File: src/spi_defs.vh
// Constants for the status panel indicator logic
`ifndef SPI_DEFS_VH
`define SPI_DEFS_VH

// Clock and timing
`define SPI_CLK_HZ 250000000
`define SPI_FAST_HZ 4
`define SPI_SLOW_HZ 1
`define SPI_LONG_PRESS_S 5
// Half periods in cycles; the flash toggles every half period
`define SPI_FAST_HALF (`SPI_CLK_HZ / (2 * `SPI_FAST_HZ))
`define SPI_SLOW_HALF (`SPI_CLK_HZ / (2 * `SPI_SLOW_HZ))
`define SPI_LONG_CYCLES (`SPI_CLK_HZ * `SPI_LONG_PRESS_S)
// Key debounce, in milliseconds and cycles
`define SPI_DEBOUNCE_MS 10
`define SPI_DEBOUNCE_CYCLES (`SPI_CLK_HZ / 1000 * `SPI_DEBOUNCE_MS)

// Startup sequence states
`define SPI_ST_IDLE 3'h0
`define SPI_ST_SELFTEST 3'h1
`define SPI_ST_CHECK 3'h2
`define SPI_ST_RUN 3'h3

// Lamp pattern codes
`define SPI_PAT_OFF 3'h0
`define SPI_PAT_ON 3'h1
`define SPI_PAT_FAST 3'h2
`define SPI_PAT_SLOW 3'h3
`define SPI_PAT_ALT_A 3'h4
`define SPI_PAT_ALT_B 3'h5

`endif

File: src/spi_status_panel.v
// Front panel status lamps and key decoding for the inverter
//
// Overview of operation
// RQ1: On activation the relay self-test runs before any other startup step.
// RQ2: After self-test, grid and battery conditions are checked, then operation starts.
// RQ3: DC lamp steady when DC sufficient; dark with no DC voltage.
// RQ4: DC lamp fast flash on low power; slow flash when voltage out of range.
// RQ5: Grid lamp flashes fast during activation.
// RQ6: Grid lamp slow flash during grid check, steady when grid is good.
// RQ7: Grid lamp dark when no grid is connected.
// RQ8: Wireless lamp steady linked, fast connecting, slow ready, dark otherwise.
// RQ9: Fault lamp steady on error, flashes in user-off, dark otherwise.
// RQ10: Clear key press under five seconds acknowledges the current error.
// RQ11: Clear key held over five seconds toggles the test mode.
// RQ12: In test mode the clear lamp and fault lamp flash fast together.
// RQ13: Update state: fault lamp steady, grid and DC lamps alternate.
// RQ14: Initialization: right and left lamps flash alternately.
// RQ15: No grid code: fault lamp dark, grid and DC lamps alternate.
// RQ16: Wireless key starts pairing; once paired its lamp lights blue.
// RQ17: Fast and slow flashing use fixed rates of about four and one hertz.
// RQ18: Update, initialization and no grid code patterns override normal lamp meanings.
`timescale 1ns/1ns
`default_nettype none
`include "spi_defs.vh"
module spi_status_panel #(
   parameter integer FAST_HALF = `SPI_FAST_HALF,
   parameter integer SLOW_HALF = `SPI_SLOW_HALF,
   parameter integer LONG_CYCLES = `SPI_LONG_CYCLES,
   parameter integer DEBOUNCE_CYCLES = `SPI_DEBOUNCE_CYCLES
) (
   // Clock, reset, enable
   input wire clk,
   input wire rst_n,
   input wire clk_en,
   // Startup sequencing
   input wire activate,
   input wire selftest_done,
   input wire selftest_fail,
   input wire conditions_ok,
   output reg selftest_start,
   output reg operating,
   // DC source status
   input wire dc_present,
   input wire dc_power_low,
   input wire dc_out_of_range,
   // Grid status
   input wire grid_present,
   input wire grid_check_busy,
   input wire grid_ok,
   // Wireless link status
   input wire link_up,
   input wire link_connecting,
   input wire link_ready,
   output reg pair_start,
   // Inverter state
   input wire error_active,
   input wire user_off,
   input wire update_mode,
   input wire init_mode,
   input wire no_grid_code,
   // Operator keys (raw pins, high while pressed)
   input wire clear_key_pin,
   input wire pair_key_pin,
   // Key results
   output reg error_ack,
   output reg test_mode,
   // Lamps
   output reg lamp_dc,
   output reg lamp_grid,
   output reg lamp_link,
   output reg lamp_fault,
   output reg lamp_clear
);
   // ------------------------------------------------------------
   // Flash rates
   // ------------------------------------------------------------
   wire fast_wave;
   wire slow_wave;

   spi_flash_gen #(.HALF(FAST_HALF)) u_fast ( // RQ17
      .clk(clk),
      .rst_n(rst_n),
      .clk_en(clk_en),
      .wave(fast_wave)
   );

   spi_flash_gen #(.HALF(SLOW_HALF)) u_slow ( // RQ17
      .clk(clk),
      .rst_n(rst_n),
      .clk_en(clk_en),
      .wave(slow_wave)
   );

   // ------------------------------------------------------------
   // Keys
   // ------------------------------------------------------------
   wire clear_short;
   wire clear_long;
   wire pair_short;
   wire pair_long;

   spi_key #(.DEBOUNCE(DEBOUNCE_CYCLES), .LONG(LONG_CYCLES)) u_clear_key (
      .clk(clk),
      .rst_n(rst_n),
      .clk_en(clk_en),
      .key_pin(clear_key_pin),
      .short_press(clear_short),
      .long_press(clear_long)
   );

   spi_key #(.DEBOUNCE(DEBOUNCE_CYCLES), .LONG(LONG_CYCLES)) u_pair_key (
      .clk(clk),
      .rst_n(rst_n),
      .clk_en(clk_en),
      .key_pin(pair_key_pin),
      .short_press(pair_short),
      .long_press(pair_long)
   );

   // ------------------------------------------------------------
   // Startup sequence
   // ------------------------------------------------------------
   reg [2:0] state_reg;
   reg [2:0] state_next;

   always @* begin
      state_next = state_reg;
      case (state_reg)
         `SPI_ST_IDLE: begin
            if (activate) begin
               state_next = `SPI_ST_SELFTEST; // RQ1
            end
         end
         `SPI_ST_SELFTEST: begin
            if (!activate) begin
               state_next = `SPI_ST_IDLE;
            end else if (selftest_done && !selftest_fail) begin
               state_next = `SPI_ST_CHECK; // RQ2
            end
         end
         `SPI_ST_CHECK: begin
            if (!activate) begin
               state_next = `SPI_ST_IDLE;
            end else if (conditions_ok) begin
               state_next = `SPI_ST_RUN; // RQ2
            end
         end
         `SPI_ST_RUN: begin
            if (!activate) begin
               state_next = `SPI_ST_IDLE;
            end
         end
         default: begin
            state_next = `SPI_ST_IDLE;
         end
      endcase
   end

   // A failed self-test holds the sequence in self-test until selftest_fail clears with selftest_done high, or activate drops
   always @(posedge clk or negedge rst_n) begin
      if (!rst_n) begin
         state_reg <= `SPI_ST_IDLE;
         selftest_start <= 1'b0;
         operating <= 1'b0;
      end else if (clk_en) begin
         state_reg <= state_next;
         selftest_start <= (state_reg == `SPI_ST_IDLE) && activate; // RQ1
         operating <= (state_next == `SPI_ST_RUN); // RQ2
      end
   end

   wire activating = (state_reg == `SPI_ST_SELFTEST);

   // ------------------------------------------------------------
   // Keys: acknowledge, test mode, pairing
   // ------------------------------------------------------------
   always @(posedge clk or negedge rst_n) begin
      if (!rst_n) begin
         error_ack <= 1'b0;
         test_mode <= 1'b0;
         pair_start <= 1'b0;
      end else if (clk_en) begin
         error_ack <= clear_short; // RQ10
         if (clear_long) begin
            test_mode <= ~test_mode; // RQ11
         end
         // Pairing starts on any release while link_up is low; a long hold still means pair
         pair_start <= (pair_short || pair_long) && !link_up; // RQ16
      end
   end

   // ------------------------------------------------------------
   // Lamp patterns
   // ------------------------------------------------------------
   reg [2:0] pat_dc;
   reg [2:0] pat_grid;
   reg [2:0] pat_link;
   reg [2:0] pat_fault;
   reg [2:0] pat_clear;

   always @* begin
      // Ordinary per-lamp meanings
      if (!dc_present) begin
         pat_dc = `SPI_PAT_OFF; // RQ3
      end else if (dc_out_of_range) begin
         pat_dc = `SPI_PAT_SLOW; // RQ4
      end else if (dc_power_low) begin
         pat_dc = `SPI_PAT_FAST; // RQ4
      end else begin
         pat_dc = `SPI_PAT_ON; // RQ3
      end
      if (activating) begin
         pat_grid = `SPI_PAT_FAST; // RQ5
      end else if (!grid_present) begin
         pat_grid = `SPI_PAT_OFF; // RQ7
      end else if (grid_check_busy) begin
         pat_grid = `SPI_PAT_SLOW; // RQ6
      end else if (grid_ok) begin
         pat_grid = `SPI_PAT_ON; // RQ6
      end else begin
         pat_grid = `SPI_PAT_SLOW;
      end
      if (link_up) begin
         pat_link = `SPI_PAT_ON; // RQ8 RQ16
      end else if (link_connecting) begin
         pat_link = `SPI_PAT_FAST; // RQ8
      end else if (link_ready) begin
         pat_link = `SPI_PAT_SLOW; // RQ8
      end else begin
         pat_link = `SPI_PAT_OFF; // RQ8
      end
      if (test_mode) begin
         pat_fault = `SPI_PAT_FAST; // RQ12
      end else if (error_active) begin
         pat_fault = `SPI_PAT_ON; // RQ9
      end else if (user_off) begin
         pat_fault = `SPI_PAT_SLOW; // RQ9
      end else begin
         pat_fault = `SPI_PAT_OFF; // RQ9
      end
      pat_clear = test_mode ? `SPI_PAT_FAST : `SPI_PAT_OFF; // RQ12
      // Whole-panel states take precedence
      if (update_mode) begin
         pat_fault = `SPI_PAT_ON; // RQ13 RQ18
         pat_grid = `SPI_PAT_ALT_A; // RQ13
         pat_dc = `SPI_PAT_ALT_B; // RQ13
      end else if (init_mode) begin
         // Grid and link on the right, DC and fault on the left
         pat_grid = `SPI_PAT_ALT_A; // RQ14 RQ18
         pat_link = `SPI_PAT_ALT_A; // RQ14
         pat_dc = `SPI_PAT_ALT_B; // RQ14
         pat_fault = `SPI_PAT_ALT_B; // RQ14
      end else if (no_grid_code) begin
         pat_fault = `SPI_PAT_OFF; // RQ15 RQ18
         pat_grid = `SPI_PAT_ALT_A; // RQ15
         pat_dc = `SPI_PAT_ALT_B; // RQ15
      end
   end

   function lamp_level;
      input [2:0] pat;
      input fast;
      input slow;
      begin
         case (pat)
            `SPI_PAT_ON: lamp_level = 1'b1;
            `SPI_PAT_FAST: lamp_level = fast;
            `SPI_PAT_SLOW: lamp_level = slow;
            `SPI_PAT_ALT_A: lamp_level = slow;
            `SPI_PAT_ALT_B: lamp_level = ~slow;
            default: lamp_level = 1'b0;
         endcase
      end
   endfunction

   // Both fast lamps share one generator, so test-mode flashing stays in step
   always @(posedge clk or negedge rst_n) begin
      if (!rst_n) begin
         lamp_dc <= 1'b0;
         lamp_grid <= 1'b0;
         lamp_link <= 1'b0;
         lamp_fault <= 1'b0;
         lamp_clear <= 1'b0;
      end else if (clk_en) begin
         lamp_dc <= lamp_level(pat_dc, fast_wave, slow_wave);
         lamp_grid <= lamp_level(pat_grid, fast_wave, slow_wave);
         lamp_link <= lamp_level(pat_link, fast_wave, slow_wave);
         lamp_fault <= lamp_level(pat_fault, fast_wave, slow_wave); // RQ12
         lamp_clear <= lamp_level(pat_clear, fast_wave, slow_wave); // RQ12
      end
   end
endmodule
`default_nettype wire

File: src/spi_flash_gen.v
// Free running flash rate generator
`timescale 1ns/1ns
`default_nettype none
module spi_flash_gen #(
   parameter integer HALF = 1000
) (
   // Clock and reset
   input wire clk,
   input wire rst_n,
   input wire clk_en,
   // Square wave
   output reg wave
);
   reg [31:0] cnt_reg;

   always @(posedge clk or negedge rst_n) begin
      if (!rst_n) begin
         cnt_reg <= 32'h0;
         wave <= 1'b0;
      end else if (clk_en) begin
         if (cnt_reg >= HALF - 1) begin
            cnt_reg <= 32'h0;
            wave <= ~wave;
         end else begin
            cnt_reg <= cnt_reg + 32'h1;
         end
      end
   end
endmodule
`default_nettype wire

File: src/spi_key.v
// Key synchroniser, debouncer and press length timer
`timescale 1ns/1ns
`default_nettype none
module spi_key #(
   parameter integer DEBOUNCE = 1000,
   parameter integer LONG = 5000
) (
   // Clock and reset
   input wire clk,
   input wire rst_n,
   input wire clk_en,
   // Raw key pin, high while pressed
   input wire key_pin,
   // One cycle pulses on release
   output reg short_press,
   output reg long_press
);
   reg sync1_reg;
   reg sync2_reg;
   reg stable_reg;
   reg [31:0] db_reg;
   reg [31:0] hold_reg;
   reg long_seen_reg;

   always @(posedge clk or negedge rst_n) begin
      if (!rst_n) begin
         sync1_reg <= 1'b0;
         sync2_reg <= 1'b0;
         stable_reg <= 1'b0;
         db_reg <= 32'h0;
         hold_reg <= 32'h0;
         long_seen_reg <= 1'b0;
         short_press <= 1'b0;
         long_press <= 1'b0;
      end else if (clk_en) begin
         sync1_reg <= key_pin;
         sync2_reg <= sync1_reg;
         short_press <= 1'b0;
         long_press <= 1'b0;
         // Accept a new level only after it stood for the whole debounce time
         if (sync2_reg == stable_reg) begin
            db_reg <= 32'h0;
         end else if (db_reg >= DEBOUNCE - 1) begin
            db_reg <= 32'h0;
            stable_reg <= sync2_reg;
            if (!sync2_reg) begin
               // Release: length decides the meaning
               if (long_seen_reg) begin
                  long_press <= 1'b1;
               end else begin
                  short_press <= 1'b1;
               end
            end
            hold_reg <= 32'h0;
            long_seen_reg <= 1'b0;
         end else begin
            db_reg <= db_reg + 32'h1;
         end
         // Count only while the level is settled, so the clear on release is not undone
         if (stable_reg && !long_seen_reg && sync2_reg == stable_reg) begin
            if (hold_reg >= LONG - 1) begin
               long_seen_reg <= 1'b1;
            end else begin
               hold_reg <= hold_reg + 32'h1;
            end
         end
      end
   end
endmodule
`default_nettype wire

File: config.mk
export PLATFORM = sky130hd
export DESIGN_NAME = spi_status_panel
export DESIGN_NICKNAME = d
export VERILOG_FILES = /design/src/spi_status_panel.v /design/src/spi_flash_gen.v /design/src/spi_key.v
export VERILOG_INCLUDE_DIRS = /design/src
export SDC_FILE = /design/constraint.sdc
export NUM_CORES = 1
export LEC_CHECK = 0
export BUFFER_PORTS_ARGS = -buffer_cell sky130_fd_sc_hd__buf_4
export CAP_MARGIN = 0
export CORE_MARGIN = 3
export CORE_UTILIZATION = 60
export CTS_CLUSTER_DIAMETER = 150
export CTS_CLUSTER_SIZE = 14
export DETAILED_ROUTE_END_ITERATION = 16
export GPL_TIMING_DRIVEN = 0
export PLACE_DENSITY = 0.83
export SYNTH_ARGS = -nofsm -noshare
export SYNTH_HDL_FRONTEND = slang
export SYNTH_HIERARCHICAL = 1
export SYNTH_SLANG_ARGS = --single-unit
File: constraint.sdc
create_clock -name clk -period 6.8 [get_ports clk]
set_input_delay 1.02 -clock clk [delete_from_list [all_inputs] [get_ports clk]]
set_output_delay 1.02 -clock clk [all_outputs]
set_load 0.05 [all_outputs]
# After elaboration in Yosys (flattened, before gate mapping)
# Cells that the tools add are included.
# totals
ff_bits	219
in_bits	23
out_inout_bits	10
elab_cells	177
# classes
add_sub_neg	6
n_lt_le_gt_ge	6
eq_ne	31
muxes	75
bitwise_logic	5
n_reduce_logical	23
# op_table
op	count
32-bit 2-to-1 mux	14
32-bit by 1-bit adder with 32-bit output (second input constant)	6
32-bit by 22-bit greater-or-equal comparator with 1-bit output (second input constant)	2
32-bit by 31-bit greater-or-equal comparator with 1-bit output (second input constant)	2
3-bit 2-to-1 mux	17
3-bit by 2-bit equality test with 1-bit output (second input constant)	11
32-bit by 25-bit greater-or-equal comparator with 1-bit output (second input constant)	1
32-bit by 27-bit greater-or-equal comparator with 1-bit output (second input constant)	1
2-bit 2-to-1 mux	14
3-bit equality test (second input constant)	8
1-bit 2-to-1 mux	24
1-bit case mux with 4 select lines	5
3-bit by 1-bit equality test with 1-bit output (second input constant)	5
3-bit case mux with 4 select lines	1
2-bit OR reduction	5
1-bit logical AND	7
2-bit by 3-bit equality test with 1-bit output (second input constant)	2
2-bit AND reduction	3
3-bit AND reduction	2
1-bit NOT	5
2-bit equality test (second input constant)	2
1-bit zero test	4
3-bit zero test	1
1-bit equality test	2
other kinds (2)	2

# Logic depth before layout (Yosys ltp)
# logic_depth
ltp_word	10
depth_mapped	9

# Modules after synthesis
# The synthesis kept the hierarchy.
# modules_own_cells
mod	instances	cells_per_inst	area_per_inst_um2	seq_area_each_um2
spi_key	2	393	3759.9	1751.7
spi_flash_gen at u_fast	1	175	1724.2	825.8
spi_flash_gen at u_slow	1	181	1724.2	825.8
spi_status_panel	1	70	678.2	325.3

# Worst setup path after synthesis
# No wires, ideal clock.
# synth_path
path_kind	input-to-reg
startpoint	in clk_en
endpoint	reg u_clear_key.hold_reg[28]
setup_time_ns	0.124
t_arrival_ns	2.544
slack_ns	4.131
stages	8
path_buffers	2
path_cell_list	inv_1 -> or3_1 -> a211oi_1 -> nand2_2 -> and2_1 -> buf_6 -> buf_8 -> a211o_2
# synth_rtl
element	line_no	text
start: declaration	spi_status_panel.v:34	input wire clk_en,
end signal: assignment	spi_key.v:64	hold_reg <= hold_reg + 32'h1;
end: declaration	spi_key.v:22	reg [31:0] hold_reg;

# Worst setup path after layout
# layout_path
startpoint	reg u_pair_key.db_reg[16]
endpoint	reg u_pair_key.db_reg[10]
# layout_between
elab_chain_len	3
# layout_rtl
element	line_no	text
start: declaration	spi_key.v:21	reg [31:0] db_reg;
start signal: assignment	spi_key.v:57	db_reg <= db_reg + 32'h1;
32-bit by 22-bit greater-or-equal comparator with 1-bit output	spi_key.v:43	end else if (db_reg >= DEBOUNCE - 1) begin
32-bit 2-to-1 mux	spi_key.v:43	
32-bit 2-to-1 mux	spi_key.v:41	if (sync2_reg == stable_reg) begin
# Every way passes these cells.
# A chain may end at the register's enable or synchronous reset.

==> out/qor.csv <==
stage;metric;value;unit
run_status;outcome;complete, no violations;
clocking;CTS resizes;0;
place;GP Congestion;0.862;
place;worst slack at placement;3.58;ns
timing;Least-Margin Pin Slew;0.864;ns
layout;final core utilization;0.674;
floorplanning;die footprint;0.0211;sq mm
timing;Final Hold Vio Count;0;
timing;Clock Skew;0.0139;ns
pwr;Pwr Total;2.58;mW
layout;Antenna diodes;0;
floorplanning;num ports;33;
synth;syn_area_per_cell;9.61;sq um
clocking;CTS tree;done;
hold_path;hold crit path type;flop to flop;
clocking;Root Buffer;clkbuf_16;
timing;unrepaired setup endpoints after global routing;no;
global_route;total gr overflow;0;
timing;post-layout minimum cycle time;2.83;ns
detailed_routing;number of DRC markers in iteration 0;805;
clocking;Setup Fix Bufs, Post-CTS;0;
synth;count of state elements after synthesis;219;
synth;Synth Instances;1212;
layout;share of cells above drive strength 1;0.105;
critical_path;startpoint types;flop;
layout;Fillers;1508;
synth;Synth top area share;0.471;
global_route;first-pass GRT wire length;43700;um
timing;Setup-failing EPs final;0;
synth;Yosys top cell by area;dfrtp_1;
clocking;insertion delay to the later sink of the worst-skew pair;0.49;ns
critical_path;crit path max fanout;10;
timing;max-slew violations;0;
detailed_routing;post-route ant nets;0;
detailed_routing;DR WL/cell;16.7;um
critical_path;crit path kind;flop to flop;
critical_path;WP buf/inv;2;
pwr;leakage;5.99;nW
synth;register area share after synthesis;0.471;
floorplanning;Initial Util;0.616;
clocking;clock transition at the registers of the reported paths;0.07;ns
pwr;PD cells;203;mW/mm^2
floorplanning;site row count;50;
synth;count leader, synth;dfrtp_1;
timing;Worst slew margin;0.419;
critical_path;CP Cell Sequence;clkbuf_1 -> and3_1 -> o31ai_1 -> nand4_1 -> nor3_1 -> clkbuf_1 -> nand2_1 -> a31oi_1;
synth;Yosys cell types;78;
critical_path;Critical Path Most Common Cell;clkbuf_1;
synth;Post-synth EDFFs;0;
timing;final setup TNS;0;ns
clocking;htree depth;1;
detailed_routing;DR WL met3;1640;um
synth;asr flop ratio synth;1.00;
synth;Synth top cells by count;dfrtp_1, nor2_1, nand2_1, nand3_1, and3_1;
synth;largest cells by area after synthesis;dfrtp_1, nor2_1, and3_1;
critical_path;CP arrival;3.23;ns
place;detailed placement HPWL;17100;um
clocking;Hold Buf Count CTS;0;
pwr;Worst IR Drop VDD;164;uV
floorplanning;Die H;145;um
layout;Area Overhead vs Synth;9.30;%
synth;yosys warns;6;
floorplanning;Core ar.;0.0189;sq mm
layout;Final Net Count;1295;
clocking;CTS Buf Count;19;
detailed_routing;total wire length;25500;um
timing;setup ws final;3.97;ns
detailed_routing;number of remaining DRC errors;0;
floorplanning;Die W;145;um
detailed_routing;WL met1;11400;um
run;max-cap violation count;0;
synth;mapped cell area;0.0116;sq mm
global_route;gr usage total;0.239;
critical_path;crit-path leading delay family;simple AND/OR/NAND/NOR gates;
clocking;TritonCTS Sinks;219;
detailed_routing;DR WL met2;11900;um
global_route;number of global-route vias before repair;9212;
critical_path;Slowest Stage Delay on Critical Path;0.65;ns
place;Port Buffers;32;
clocking;maximum buffer depth of the clock tree;3;
critical_path;required time worst endpoint;7.20;ns
synth;Main synth FF type;dfrtp_1;
detailed_routing;vias post-DR;9627;
timing;Tcrit/Tclk final;0.416;
detailed_routing;uppermost routed layer;met4;
detailed_routing;Pre-antenna DRT Iters;5;
critical_path;cell with the largest stage delay on the worst path;nor3_1;
critical_path;crit end category;flop;
synth;syn_nets;1241;
timing;Fmax;353;MHz
global_route;antenna violations before repair;0;
detailed_routing;Vias/cell;6.31;
global_route;largest net degree at the start of global routing;116;
power by group:
part | switching [mW] | leakage [nW] | internal (mW)
Combinational | 0.143 | 2.78 | 0.0826
Clock | 0.443 | 0.234 | 0.495
Sequential | 0.0657 | 2.98 | 1.35
Total | 0.652 | 5.99 | 1.93
placed cells by master (no fill, tap or decap), types with 12 or more instances in the layout:
| master | Yosys | final |
|---|---|---|
| dfrtp_1 | 219 | 219 |
| nor2_1 | 118 | 118 |
| nand2_1 | 107 | 107 |
| nand3_1 | 72 | 72 |
| and3_1 | 69 | 69 |
| nor3_1 | 49 | 49 |
| a21oi_1 | 45 | 45 |
| a31oi_1 | 41 | 41 |
| nand4_1 | 41 | 41 |
| xor2_1 | 38 | 38 |
| inv_1 | 36 | 36 |
| buf_4 | 0 | 31 |
| a211o_1 | 27 | 27 |
| nor2b_1 | 26 | 26 |
| clkbuf_1 | 23 | 23 |
| o21ai_0 | 21 | 21 |
| clkbuf_16 | 0 | 19 |
| a221o_1 | 18 | 18 |
| nor4_1 | 17 | 17 |
| mux2i_1 | 16 | 16 |
| nand2b_1 | 14 | 14 |
| a41oi_1 | 14 | 14 |
| buf_6 | 13 | 13 |
| xnor2_1 | 13 | 13 |
| or3_1 | 12 | 12 |
path summary, 6_finish.rpt:
kind	slack [ns]	cells after the start	startpoint	to
setup / recovery	3.97	8	u_pair_key/db_reg[16]	u_pair_key/db_reg[10]
hold / removal	0.50	1	u_pair_key/sync1_reg	u_pair_key/sync2_reg
setup reg to reg	3.97	8	u_pair_key/db_reg[16]	u_pair_key/db_reg[10]
hold reg to reg	0.50	1	u_pair_key/sync1_reg	u_pair_key/sync2_reg
max in group asynchronous	5.20	2	rst_n	u_pair_key/hold_reg[28]
min in group asynchronous	0.58	1	rst_n	u_slow/cnt_reg[17]
metrics by stage:
stage               hold slack [ns]  instances  instance area, sq um
finish                        0.496       1525                 12700
floorplan                     0.463       1212                 11600
global placement              0.480       1504                 12200
global route                  0.518       1525                 12700
CTS                           0.507       1525                 12700
detailed placement            0.486       1505                 12200
kinds of logic after synthesis:
logic type / synth area share
XOR/XNOR: 0.0384
buffers and inverters: 0.0389
AO/OA/AOI/OAI: 0.149
AND/OR/NAND/NOR: 0.276
multiplexers: 0.0205
adder cells (fa/ha/maj): 0.00645
flip-flops: 0.471
area by class of cell:
| type | instances | area, sq um | share of cell area |
|---|---|---|---|
| clock buffers | 19 | 475 | 0.0374 |
| flip-flops and latches | 219 | 5480 | 0.431 |
| clock inverters | 1 | 7.51 | 0.000590 |
| multi-input cells | 908 | 5710 | 0.449 |
| inverters | 36 | 135 | 0.0106 |
| plain buffers | 49 | 318 | 0.0250 |
| well taps | 260 | 325 | 0.0256 |
| repair buffers | 33 | 275 | 0.0216 |
layer usage:
layer / up-vias / global-route usage
met4: 0 / 0.0660
met3: 55 / 0.0418
li1: 4570 / -
met5: - / 0
met1: 4704 / 0.338
met2: 298 / 0.386
Power figures use the tool's default switching activity.
